[config.mk]
export PLATFORM = sky130hd
export DESIGN_NAME = aic_config_regs
export DESIGN_NICKNAME = d
export VERILOG_FILES = /design/src/design/aic_pkg.sv /design/src/design/aic_config_regs.sv
export SDC_FILE = /design/constraint.sdc
export NUM_CORES = 1
export LEC_CHECK = 0
export BUFFER_PORTS_ARGS = -buffer_cell sky130_fd_sc_hd__buf_4
export CAP_MARGIN = 10
export CORE_ASPECT_RATIO = 0.75
export CORE_MARGIN = 3
export CORE_UTILIZATION = 55
export DETAILED_ROUTE_END_ITERATION = 7
export GPL_TIMING_DRIVEN = 1
export PLACE_DENSITY_LB_ADDON = 0.08
export SLEW_MARGIN = 20
export SYNTH_ARGS = -nofsm -noshare
export SYNTH_HDL_FRONTEND = slang
export SYNTH_SLANG_ARGS = --single-unit
[constraint.sdc]
create_clock -name clk -period 6.6 [get_ports clk]
set_input_delay 0.66 -clock clk [delete_from_list [all_inputs] [get_ports clk]]
set_output_delay 0.66 -clock clk [all_outputs]
set_load 0.05 [all_outputs]
[src/design/aic_pkg.sv]
// constants shared by the interface configuration register group
package aic_pkg;

  // serial instruction layout: one read flag then the register address
  localparam int          ADDR_W        = 15;
  localparam int          INSTR_W       = 16;
  localparam int          BYTE_W        = 8;
  localparam int          RW_POS        = 15;
  localparam logic [3:0]  INSTR_LAST    = 4'hf;
  localparam logic [3:0]  BYTE_LAST     = 4'h7;
  localparam logic [3:0]  CNT_ZERO      = 4'h0;
  localparam logic [14:0] ADDR_STEP     = 15'h0001;

  // register offsets
  localparam logic [14:0] OFS_PRI       = 15'h0000;
  localparam logic [14:0] OFS_SEC       = 15'h0001;
  localparam logic [14:0] OFS_PWR       = 15'h0002;
  localparam logic [14:0] OFS_FAMILY    = 15'h0003;
  localparam logic [14:0] OFS_PART_LO   = 15'h0004;
  localparam logic [14:0] OFS_PART_HI   = 15'h0005;
  localparam logic [14:0] OFS_GRADE     = 15'h0006;
  localparam logic [14:0] OFS_TEST      = 15'h000a;

  // field positions
  localparam int          SRST_UP_POS   = 7;
  localparam int          ADDR_DIR_POS  = 5;
  localparam int          PIN_GATE_POS  = 4;
  localparam int          SRST_LO_POS   = 0;
  localparam int          ONE_INSTR_POS = 7;
  localparam int          STALL_POS     = 6;
  localparam int          COMPACT_POS   = 3;

  // reset and fixed values
  localparam logic [7:0]  PRI_RST       = 8'h10;
  localparam logic [7:0]  BYTE_ZERO     = 8'h00;
  localparam logic [1:0]  PWR_NORMAL    = 2'h0;
  localparam logic [1:0]  PWR_SHUTDOWN  = 2'h3;
  localparam logic        ADDR_DIR_VAL  = 1'b0;
  localparam logic        PIN_GATE_VAL  = 1'b1;
  localparam logic        COMPACT_VAL   = 1'b0;
  localparam logic [2:0]  SYNC_RST      = 3'h0;
  localparam logic [2:0]  CS_SYNC_RST   = 3'h7;

endpackage

[src/design/aic_config_regs.sv]
// interface configuration and identification registers behind a serial port
`timescale 1ns/1ps
module aic_config_regs
  import aic_pkg::*;
#(
  parameter logic [3:0]  FAMILY_CODE = 4'h5,    // arbitrary value
  parameter logic [15:0] PART_CODE   = 16'h3c5a, // arbitrary value
  parameter logic [4:0]  GRADE_CODE  = 5'h0b,   // arbitrary value
  parameter logic [2:0]  REV_CODE    = 3'h6     // arbitrary value
)(
  input  wire logic       clk,
  input  wire logic       arst_n,
  input  wire logic       sclkPin,
  input  wire logic       csPin_n,
  input  wire logic       mosiPin,
  input  wire logic       cfgMode,
  output logic            misoOut,
  output logic            misoOe,
  output logic            softResetPulse,
  output logic [1:0]      powerState,
  output logic            shutdown
);

  typedef enum logic [1:0] {ST_IDLE, ST_INSTR, ST_DATA, ST_HOLD} aic_state_t;

  aic_state_t        state;
  logic [2:0]        sclkSync;
  logic [2:0]        csSync;
  logic [2:0]        mosiSync;
  logic              sclkLevel;
  logic [3:0]        bitCnt;
  logic [INSTR_W-2:0] shiftIn;
  logic [ADDR_W-1:0] addr;
  logic              isRead;
  logic [7:0]        readShift;
  logic              resetUpper;
  logic              resetLower;
  logic              oneInstr;
  logic              stallHold;
  logic [7:0]        testByte;

  logic              sclkRise;
  logic              sclkFall;
  logic              csAsserted;
  logic              csIdle;
  logic              mosiBit;
  logic [INSTR_W-1:0] instrWord;
  logic [7:0]        wrData;
  logic              instrDone;
  logic              byteDone;
  logic              wrEn;
  logic              softReset;
  logic [ADDR_W-1:0] next_addr;

  // read value of any register, unmapped reads zero
  function automatic logic [7:0] readByte(input logic [ADDR_W-1:0] a);
    logic [7:0] v;
    v = BYTE_ZERO;
    case (a)
      OFS_PRI: begin
        v[SRST_UP_POS]  = resetUpper;
        v[ADDR_DIR_POS] = ADDR_DIR_VAL;
        v[PIN_GATE_POS] = PIN_GATE_VAL;
        v[SRST_LO_POS]  = resetLower;
      end
      OFS_SEC: begin
        v[ONE_INSTR_POS] = oneInstr;
        v[STALL_POS]     = stallHold;
        v[COMPACT_POS]   = COMPACT_VAL;
      end
      OFS_PWR:     v[1:0] = powerState;
      OFS_FAMILY:  v[3:0] = FAMILY_CODE;
      OFS_PART_LO: v = PART_CODE[7:0];
      OFS_PART_HI: v = PART_CODE[15:8];
      OFS_GRADE:   v = {GRADE_CODE, REV_CODE};
      OFS_TEST:    v = testByte;
      default:     v = BYTE_ZERO;
    endcase
    return v;
  endfunction

  ////////////////////////////////////////////////////////////////////////////////
  // pin synchronisers, three stages each
  always_ff @(posedge clk or negedge arst_n) begin
    if (!arst_n) begin
      sclkSync  <= SYNC_RST;
      sclkLevel <= SYNC_RST[0];
      csSync    <= CS_SYNC_RST;
      mosiSync  <= SYNC_RST;
    end else begin
      sclkSync <= {sclkSync[1:0], sclkPin};
      csSync   <= {csSync[1:0], csPin_n};
      mosiSync <= {mosiSync[1:0], mosiPin};
      if (sclkSync[1] == sclkSync[2]) begin
        sclkLevel <= sclkSync[2]; // filtered level, idle low after reset
      end
    end
  end

  // edges and chip select levels once stages two and three agree, data bit from stage three alone
  assign sclkRise   = sclkSync[1] & sclkSync[2] & ~sclkLevel;
  assign sclkFall   = ~sclkSync[1] & ~sclkSync[2] & sclkLevel;
  assign csAsserted = ~csSync[1] & ~csSync[2];
  assign csIdle     = csSync[1] & csSync[2];
  assign mosiBit    = mosiSync[2];

  // decoded transaction events
  assign instrWord = {shiftIn, mosiBit};
  assign wrData    = {shiftIn[6:0], mosiBit};
  assign instrDone = (state == ST_INSTR) && sclkRise && (bitCnt == INSTR_LAST);
  assign byteDone  = (state == ST_DATA) && sclkRise && (bitCnt == BYTE_LAST);
  assign wrEn      = byteDone && !isRead && cfgMode;
  assign softReset = wrEn && (addr == OFS_PRI)
                     && wrData[SRST_UP_POS] && wrData[SRST_LO_POS];
  assign next_addr = addr - ADDR_STEP;

  ////////////////////////////////////////////////////////////////////////////////
  // transaction sequencer
  always_ff @(posedge clk or negedge arst_n) begin
    if (!arst_n) begin
      state <= ST_IDLE;
    end else if (csIdle) begin
      state <= ST_IDLE;
    end else begin
      unique case (state)
        ST_IDLE: begin
          if (csAsserted) begin
            state <= cfgMode ? ST_INSTR : ST_HOLD;
          end
        end
        ST_INSTR: begin
          if (instrDone) begin
            state <= ST_DATA;
          end
        end
        ST_DATA: begin
          if (byteDone && oneInstr) begin
            state <= ST_HOLD;
          end
        end
        ST_HOLD: state <= ST_HOLD;
      endcase
    end
  end

  // bit counter and input shifter
  always_ff @(posedge clk or negedge arst_n) begin
    if (!arst_n) begin
      bitCnt  <= CNT_ZERO;
      shiftIn <= '0;
    end else if (state == ST_IDLE) begin
      bitCnt <= CNT_ZERO;
    end else if (sclkRise) begin
      shiftIn <= instrWord[INSTR_W-2:0];
      if (instrDone || byteDone) begin
        bitCnt <= CNT_ZERO;
      end else begin
        bitCnt <= bitCnt + 4'h1;
      end
    end
  end

  // address pointer, descending while streaming
  always_ff @(posedge clk or negedge arst_n) begin
    if (!arst_n) begin
      addr   <= OFS_PRI;
      isRead <= 1'b0;
    end else if (instrDone) begin
      addr   <= instrWord[ADDR_W-1:0];
      isRead <= instrWord[RW_POS];
    end else if (byteDone) begin
      addr <= next_addr;
    end
  end

  // read data shifter, msb first, advanced on falling clock
  always_ff @(posedge clk or negedge arst_n) begin
    if (!arst_n) begin
      readShift <= BYTE_ZERO;
    end else if (instrDone) begin
      readShift <= readByte(instrWord[ADDR_W-1:0]);
    end else if (byteDone) begin
      readShift <= readByte(next_addr);
    end else if (sclkFall && (state == ST_DATA) && (bitCnt != CNT_ZERO)) begin
      readShift <= {readShift[6:0], 1'b0};
    end
  end

  assign misoOut = readShift[7];
  assign misoOe  = (state == ST_DATA) && isRead && PIN_GATE_VAL;

  ////////////////////////////////////////////////////////////////////////////////
  // primary setup, untouched by soft reset
  always_ff @(posedge clk or negedge arst_n) begin
    if (!arst_n) begin
      resetUpper <= PRI_RST[SRST_UP_POS];
      resetLower <= PRI_RST[SRST_LO_POS];
    end else if (wrEn && (addr == OFS_PRI)) begin
      resetUpper <= wrData[SRST_UP_POS];
      resetLower <= wrData[SRST_LO_POS];
    end
  end

  // soft reset strobe for the rest of the device
  always_ff @(posedge clk or negedge arst_n) begin
    if (!arst_n) begin
      softResetPulse <= 1'b0;
    end else begin
      softResetPulse <= softReset;
    end
  end

  // secondary setup, power field and test byte
  always_ff @(posedge clk or negedge arst_n) begin
    if (!arst_n) begin
      oneInstr   <= 1'b0;
      stallHold  <= 1'b0;
      powerState <= PWR_NORMAL;
      testByte   <= BYTE_ZERO;
    end else if (softReset) begin
      oneInstr   <= 1'b0;
      stallHold  <= 1'b0;
      powerState <= PWR_NORMAL;
      testByte   <= BYTE_ZERO;
    end else if (wrEn) begin
      if (addr == OFS_SEC) begin
        oneInstr  <= wrData[ONE_INSTR_POS];
        stallHold <= wrData[STALL_POS];
      end
      if (addr == OFS_PWR) begin
        powerState <= wrData[1:0];
      end
      if (addr == OFS_TEST) begin
        testByte <= wrData;
      end
    end
  end

  assign shutdown = (powerState == PWR_SHUTDOWN);
endmodule

==> flow_summary_export.csv, run 1 <==
group,metric,value,unit
setup_path,cp.arrival,3.32,ns
setup_path,critPathMaxFanout,12,
synth,yosys_most_used_dff,"dfrtp_1",
synth,syn_nets,453,
routing,antenna_left,0,
timing,skew,0.00785,ns
floorplanning,die_area,8390,sq um
setup_path,r2r_slack,3.53,ns
layout,fill_cells,598,
routing,drt_iter0_markers,316,
grt,grt_pass1_wl,17500,microns
clock_network,clockBufferDepth,2,
timing,final-hold-violation-count,0,
synth,ys_types,64,
routing,num_vias,3485,
synth,synth_cells,438,
synth,synth_enable_flop_cells,0,
routing,drc,0,
layout,synthToLayoutAreaGrowth,7.96,%
routing,viasPerCell,6.47,
synth,async_flop_share,100,%
timing,setup_viol,0,
timing,max_slew_margin,24.8,%
floorplanning,start_util,57.8,%
timing,worst_pin_slew,1.12,ns
worst_hold_path,min_to,"mosiSync[2]",
floorplanning,die_w,105,microns
clock_network,cts_tree,"done",
timing,max_freq,326,MHz
worst_hold_path,whs_path_depth,0,
setup_path,worstRegToRegCells,8,
setup_path,cp-end-kind,"flip-flop",
clock_network,cts_buffers,9,
clock_network,path_clk_slew,0.08,ns
layout,fin_nets,451,
layout,drive_gt1_share,13.4,%
worst_hold_path,hold_class,"flip-flop to flip-flop",
clock_network,cts_hold_buf,0,
clock_network,clk_latency,0.35,ns
timing,period_minus_slack,3.07,ns
power,power,1.09,mW
setup_path,startpoint_type,"flip-flop",
status,run_status,"finished clean",
worst_hold_path,min_from,"mosiSync[1]",
synth,synth_seq_cells,70,
grt,grtUsageTotal,26.4,%
clock_network,cts_sinks,70,
routing,drt_wl_total,10500,microns
timing,slew_viol_final,0,
run,drv_cap,0,
timing,min_period_over_period,46.5,%
setup_path,path_class,"flip-flop to flip-flop",
floorplanning,rows,26,
routing,dr.pass1.iters,5,
routing,wire_per_inst,19.4,microns
grt,antenna_found_initial,0,
power,powerDensity,250,nW/um^2
power,ir_drop,0.159,mV
grt,grt_max_degree,71,
clock_network,post_cts_buffers,0,
synth,ys.warnings.count,0,
clock_network,cts_root_buf,"clkbuf_8",
setup_path,cp.required,6.85,ns
synth,syn_area,4020,sq um
timing,rsz0062_at_grt,"false",
place,hpwl,7540,microns
timing,hold-worst-slack,0.353,ns
floorplanning,core_area,6960,sq um
clock_network,htreeDepth,3,
setup_path,r2r_end,"readShift[2]",
place,gp_congestion,0.944,
synth,syn_area_per_cell,9.18,sq um
layout,final_util,62.4,%
floorplanning,pin_count,12,
timing,tns,0,ns
clock_network,cts-resized-gates,0,
layout,antenna_cells,0,
setup_path,r2r-start,"addr[0]",
floorplanning,dieHeight,80.1,microns
grt,grt_pass1_vias,3296,
power,p_leak,1.89,nW
place,numPortBuffers,11,
grt,grt.overflow.total,0,
synth,synth-seq-area-share,43.6,%
-- cells in the mapped netlist (all sizes together) (4+ instances only) --
library cell  count  area, sq um
nand3            12         60.1
nand2            42          158
ha                9          113
nor3b             5         47.5
and2              4         25.0
mux2             15          169
nor2             38          145
nor3             20          100
dfrtp            67         1680
nand2b            4         25.0
clkbuf           18         67.6
o21ai            35          175
a21oi            34          170
nor4             11         96.3
inv              12         45.0
a22o             12          105
a31oi             5         31.3
xnor2             5         43.8
a32oi             4         35.0
nor2b             5         31.3
buf               9         43.8
or4               8         67.6
a22oi             9         67.6
-- cell type report --
class | instances | area (sq um) | share of cell area, %
multi-input combinational | 329 | 2110 | 48.6
inverter | 12 | 45.0 | 1.04
clock buffer | 9 | 124 | 2.85
clock inverter | 7 | 80.1 | 1.84
sequential | 70 | 1760 | 40.4
tap | 98 | 123 | 2.82
timing repair buffer | 14 | 105 | 2.42
-- critical path, cell delays in order, from the launching register on --
cell	delay (ns)
dfrtp_1	0.49
inv_1	0.19
ha_1	0.44
nor3b_2	0.51
and4_1	0.34
xnor2_1	0.15
nand4_1	0.32
and2_1	0.31
nor3_1	0.20
-- kinds of logic (layout without fill, tap and decap cells) --
kind of cell	Yosys count	after routing	synth area share [%]
flops	70	70	43.6
simple gates	170	170	23.1
xor+xnor	8	8	1.74
fa+ha+maj	9	9	2.80
compound gates	127	127	20.6
buf+inv	39	42	3.89
mux	15	15	4.20
-- how the worst max path moves through the flow --
stage / startpoint / to / slack, ns / cells after the start
floorplan: addr[0] / readShift[2] / 4.23 / 9
global placement: addr[0] / readShift[2] / 3.77 / 8
detailed placement: addr[0] / readShift[2] / 3.64 / 8
CTS: addr[0] / readShift[2] / 3.59 / 8
global route: addr[0] / readShift[2] / 3.34 / 8
finish: addr[0] / readShift[2] / 3.53 / 8
-- per-layer routing --
metal / up-vias / GRT usage, % / part of all wire, %
li1: 1627 / - / -
met1: 1669 / 40.3 / 49
met2: 180 / 37.8 / 41
met3: 9 / 6.27 / 8.9
met4: 0 / 5.90 / 0.70
met5: - / 0 / 0
-- sequential cells by signal, indices dropped and copies added, names as in the netlist --
name	count
addr	15
bitCnt	4
csSync	3
isRead	1
mosiSync	3
oneInstr	1
powerState	2
readShift	8
resetLower	1
resetUpper	1
sclkLevel	1
sclkSync	3
shiftIn	15
softResetPulse	1
stallHold	1
state	2
testByte	8
-- power breakdown --
| part | switching [mW] | internal (mW) | total [mW] |
|---|---|---|---|
| combinational | 0.101 | 0.0820 | 0.183 |
| sequential | 0.0796 | 0.467 | 0.547 |
| clock | 0.177 | 0.179 | 0.356 |
-- cell usage in the layout (no fill, tap or decap), drive strengths merged, types with 3 or more instances in the layout --
master   n
nor2b    5
and2     4
nand2b   4
nor4    11
nor3    20
clkbuf   9
o21ai   35
xnor2    5
or3b     3
a22o    12
dfstp    3
a32oi    4
inv     15
a31oi    5
xor2     3
nor2    38
a22oi    9
o31ai    3
a211oi   3
or4      8
nand2   42
nor3b    5
a21oi   34
nand4    3
dfrtp   67
mux2    15
ha       9
nand3   12
buf     14
a311oi   3
-- through the flow --
| step | instances | setup WS, ns | instance area (sq um) |
|---|---|---|---|
| after floorplan | 438 | 4.23 | 4020 |
| after global placement | 523 | 3.77 | 4140 |
| after detailed placement | 523 | 3.64 | 4140 |
| after CTS | 539 | 3.59 | 4340 |
| after global routing | 539 | 3.34 | 4340 |
| final | 539 | 3.53 | 4340 |
Note: power is estimated with default switching activity, not from simulation.
==> inputs of run 2 (changes only) <==
--- a/config.mk
+++ b/config.mk
@@ -5,6 +5,7 @@
 export SDC_FILE = /design/constraint.sdc
 export NUM_CORES = 1
 export LEC_CHECK = 0
+export ABC_AREA = 1
 export BUFFER_PORTS_ARGS = -buffer_cell sky130_fd_sc_hd__buf_4
 export CAP_MARGIN = 10
 export CORE_ASPECT_RATIO = 0.75
==> constraint.sdc (replaced) <==
create_clock -name clk -period 3.05 [get_ports clk]
set_input_delay 0.305 -clock clk [delete_from_list [all_inputs] [get_ports clk]]
set_output_delay 0.305 -clock clk [all_outputs]
set_load 0.05 [all_outputs]
==> run 2 against run 1 <==
  * Final area rose by 1.2%
  * Worst setup slack lost 3.1 ns
  * Area after synthesis fell by 0.59%
  * Highest routed layer unchanged
  * Global-route usage is 0.60 points lower
  * Maximum frequency grew 19%
  * Combinational power grew to 3.7 times the previous value
  * Power rose by 140%
  * Wire length shrank 3.5%
  * Worst hold slack worse by 0.29 ns
  * Clock power grew 110%
  * Register-to-register slack got worse by 3.1 ns
  * Critical endpoint is now readShift[6]
  * Utilization increased by 1.0 points
==> flow_summary_export.csv, run 2 <==
group,metric,value,unit
setup_path,cp.arrival,2.86,ns
timing,rsz0062_at_grt,"false",
routing,viasPerCell,5.75,
power,p_leak,2.15,nW
setup_path,slowest_stage,"dfrtp_1",
timing,max_slew_margin,41.9,%
layout,final_cell_mix,"nand2_1 (136), dfrtp_1 (67), inv_1 (61)",
setup_path,startpoint_type,"flip-flop",
timing,worst_pin_slew,0.871,ns
clock_network,path_clk_slew,0.08,ns
setup_path,cp-end-kind,"flip-flop",
place,hpwl,7300,microns
timing,setup_viol,0,
timing,slew_viol_final,0,
timing,hold-worst-slack,0.0609,ns
layout,stdcell_count,640,
synth,synth_seq_cells,70,
layout,antenna_cells,0,
routing,drt_iter0_markers,391,
floorplanning,pin_count,12,
timing,final-hold-violation-count,0,
synth,synth_top_cell_area_share,41.9,%
floorplanning,die_w,104,microns
floorplanning,dieHeight,79.8,microns
timing,skew,0.00680,ns
routing,drt_wl_total,10100,microns
setup_path,path_cells,"inv_1 > ha_1 > nand2_2 > nor2_4 > nand2_1 > nand2_1 > nand2_1 > nor2_1 > nand2_1 > nor2_2 > buf_4 > nand3_2 > nand3_1 > nand3_1 > a21oi_1",
routing,dr.pass1.iters,5,
grt,grt_pass1_vias,3319,
grt,grt_pass1_wl,16800,microns
synth,synth_cells,519,
floorplanning,rows,26,
setup_path,critPathMaxFanout,12,
layout,fin_nets,552,
clock_network,cts_buffers,9,
layout,layout_commonest_cell,"nand2_1",
floorplanning,start_util,57.7,%
clock_network,cts_hold_buf,0,
power,powerDensity,587,nW/um^2
place,place_area,4200,sq um
synth,yosys.cell_count.top_type,"nand2_1",
clock_network,cts_root_buf,"clkbuf_8",
synth,async_flop_share,100,%
worst_hold_path,hold_class,"primary input to flip-flop",
timing,max_freq,388,MHz
status,run_status,"finished clean",
synth,synth_common_cells,"nand2_1 (136), dfrtp_1 (67), inv_1 (61)",
grt,grt_max_degree,71,
routing,wire_per_inst,15.8,microns
synth,synth.area.top_cells,"dfrtp_1 (42%), nand2_1 (13%), inv_1 (5.7%)",
setup_path,cp.required,3.33,ns
synth,yosys_most_used_dff,"dfrtp_1",
setup_path,path_class,"flip-flop to flip-flop",
grt,antenna_found_initial,0,
synth,ys.warnings.count,0,
floorplanning,core_area,6930,sq um
layout,final_util,63.4,%
place,numPortBuffers,11,
routing,drc,0,
routing,num_vias,3677,
clock_network,clk_latency,0.35,ns
routing,antenna_left,0,
setup_path,cp_common_cell,"nand2_1",
clock_network,post_cts_buffers,0,
clock_network,cts-resized-gates,0,
synth,ys_types,39,
clock_network,clockBufferDepth,2,
timing,min_period_over_period,84.6,%
layout,stdcell_area,4390,sq um
layout,synthToLayoutAreaGrowth,9.89,%
clock_network,htreeDepth,3,
synth,synth-seq-area-share,43.9,%
synth,yosysTopAreaCell,"dfrtp_1",
power,power,2.58,mW
synth,syn_area_per_cell,7.70,sq um
run,drv_cap,0,
timing,tns,0,ns
clock_network,cts_tree,"done",
synth,syn_area,4000,sq um
grt,grtUsageTotal,25.8,%
place,gp_congestion,0.961,
layout,reg_top3,"addr (15), shiftIn (15)",
place,place_inst,624,
timing,setup_slack,0.470,ns
synth,synth_enable_flop_cells,0,
power,ir_drop,0.385,mV
synth,syn_nets,534,
clock_network,cts_sinks,70,
timing,period_minus_slack,2.58,ns
floorplanning,die_area,8340,sq um
layout,drive_gt1_share,11.8,%
place,dp_slack,0.510,ns
setup_path,max_stage_delay,0.44,ns
grt,grt.overflow.total,0,
## run 2: final timing paths
kind                            cells past startpoint            to  slack, ns        start
worst max-delay path                               15  readShift[6]       0.47      addr[0]
worst min-delay path                                1     csSync[0]       0.06      csPin_n
worst max register to register                     15  readShift[6]       0.47      addr[0]
worst min register to register                      0   sclkSync[1]       0.36  sclkSync[0]
max in group asynchronous                           1    shiftIn[1]       2.41       arst_n
min in group asynchronous                           1      addr[11]       0.07       arst_n
## run 2: layer usage
metal | track usage (%) | vias to the layer above | wire length (microns)
met3 | 6.39 | 9 | 999
li1 | - | 1756 | -
met2 | 35.1 | 179 | 4060
met5 | 0 | - | 0
met1 | 40.2 | 1733 | 4970
met4 | 6.64 | 0 | 59
## run 2: area by class of cell
type                    count  area (sq um)
clock inverters             6          71.3
repair buffers             17           128
multi-input cells         373          1940
well taps                  98           123
fillers                   617          2530
clock buffers              10           128
inverters                  66           248
flip-flops and latches     70          1760
## run 2: cells by family (layout without fill, tap and decap cells)
logic type | after synthesis | count (layout) | synth area share [%]
XOR/XNOR | 3 | 3 | 0.845
adder cells (fa/ha/maj) | 9 | 9 | 2.82
AND/OR/NAND/NOR | 280 | 280 | 32.4
buffers and inverters | 76 | 99 | 7.54
AO/OA/AOI/OAI | 81 | 81 | 12.5
flip-flops | 70 | 70 | 43.9
## run 2: worst max-delay path, delay by kind of cell, from the launching register on
kind	cells	cell delay, ns
and+or+nand+nor	11	1.27
buffers and inverters	2	0.40
adders and majority gates	1	0.27
AOI/OAI and AO/OA	1	0.13
DFF	1	0.44
## run 2: power breakdown
group / internal (mW) / leakage (nW) / switching (mW) / total [mW]
sequential: 1.05 / 0.927 / 0.0987 / 1.15
combinational: 0.180 / 1.13 / 0.488 / 0.669
clock: 0.383 / 0.0931 / 0.376 / 0.760
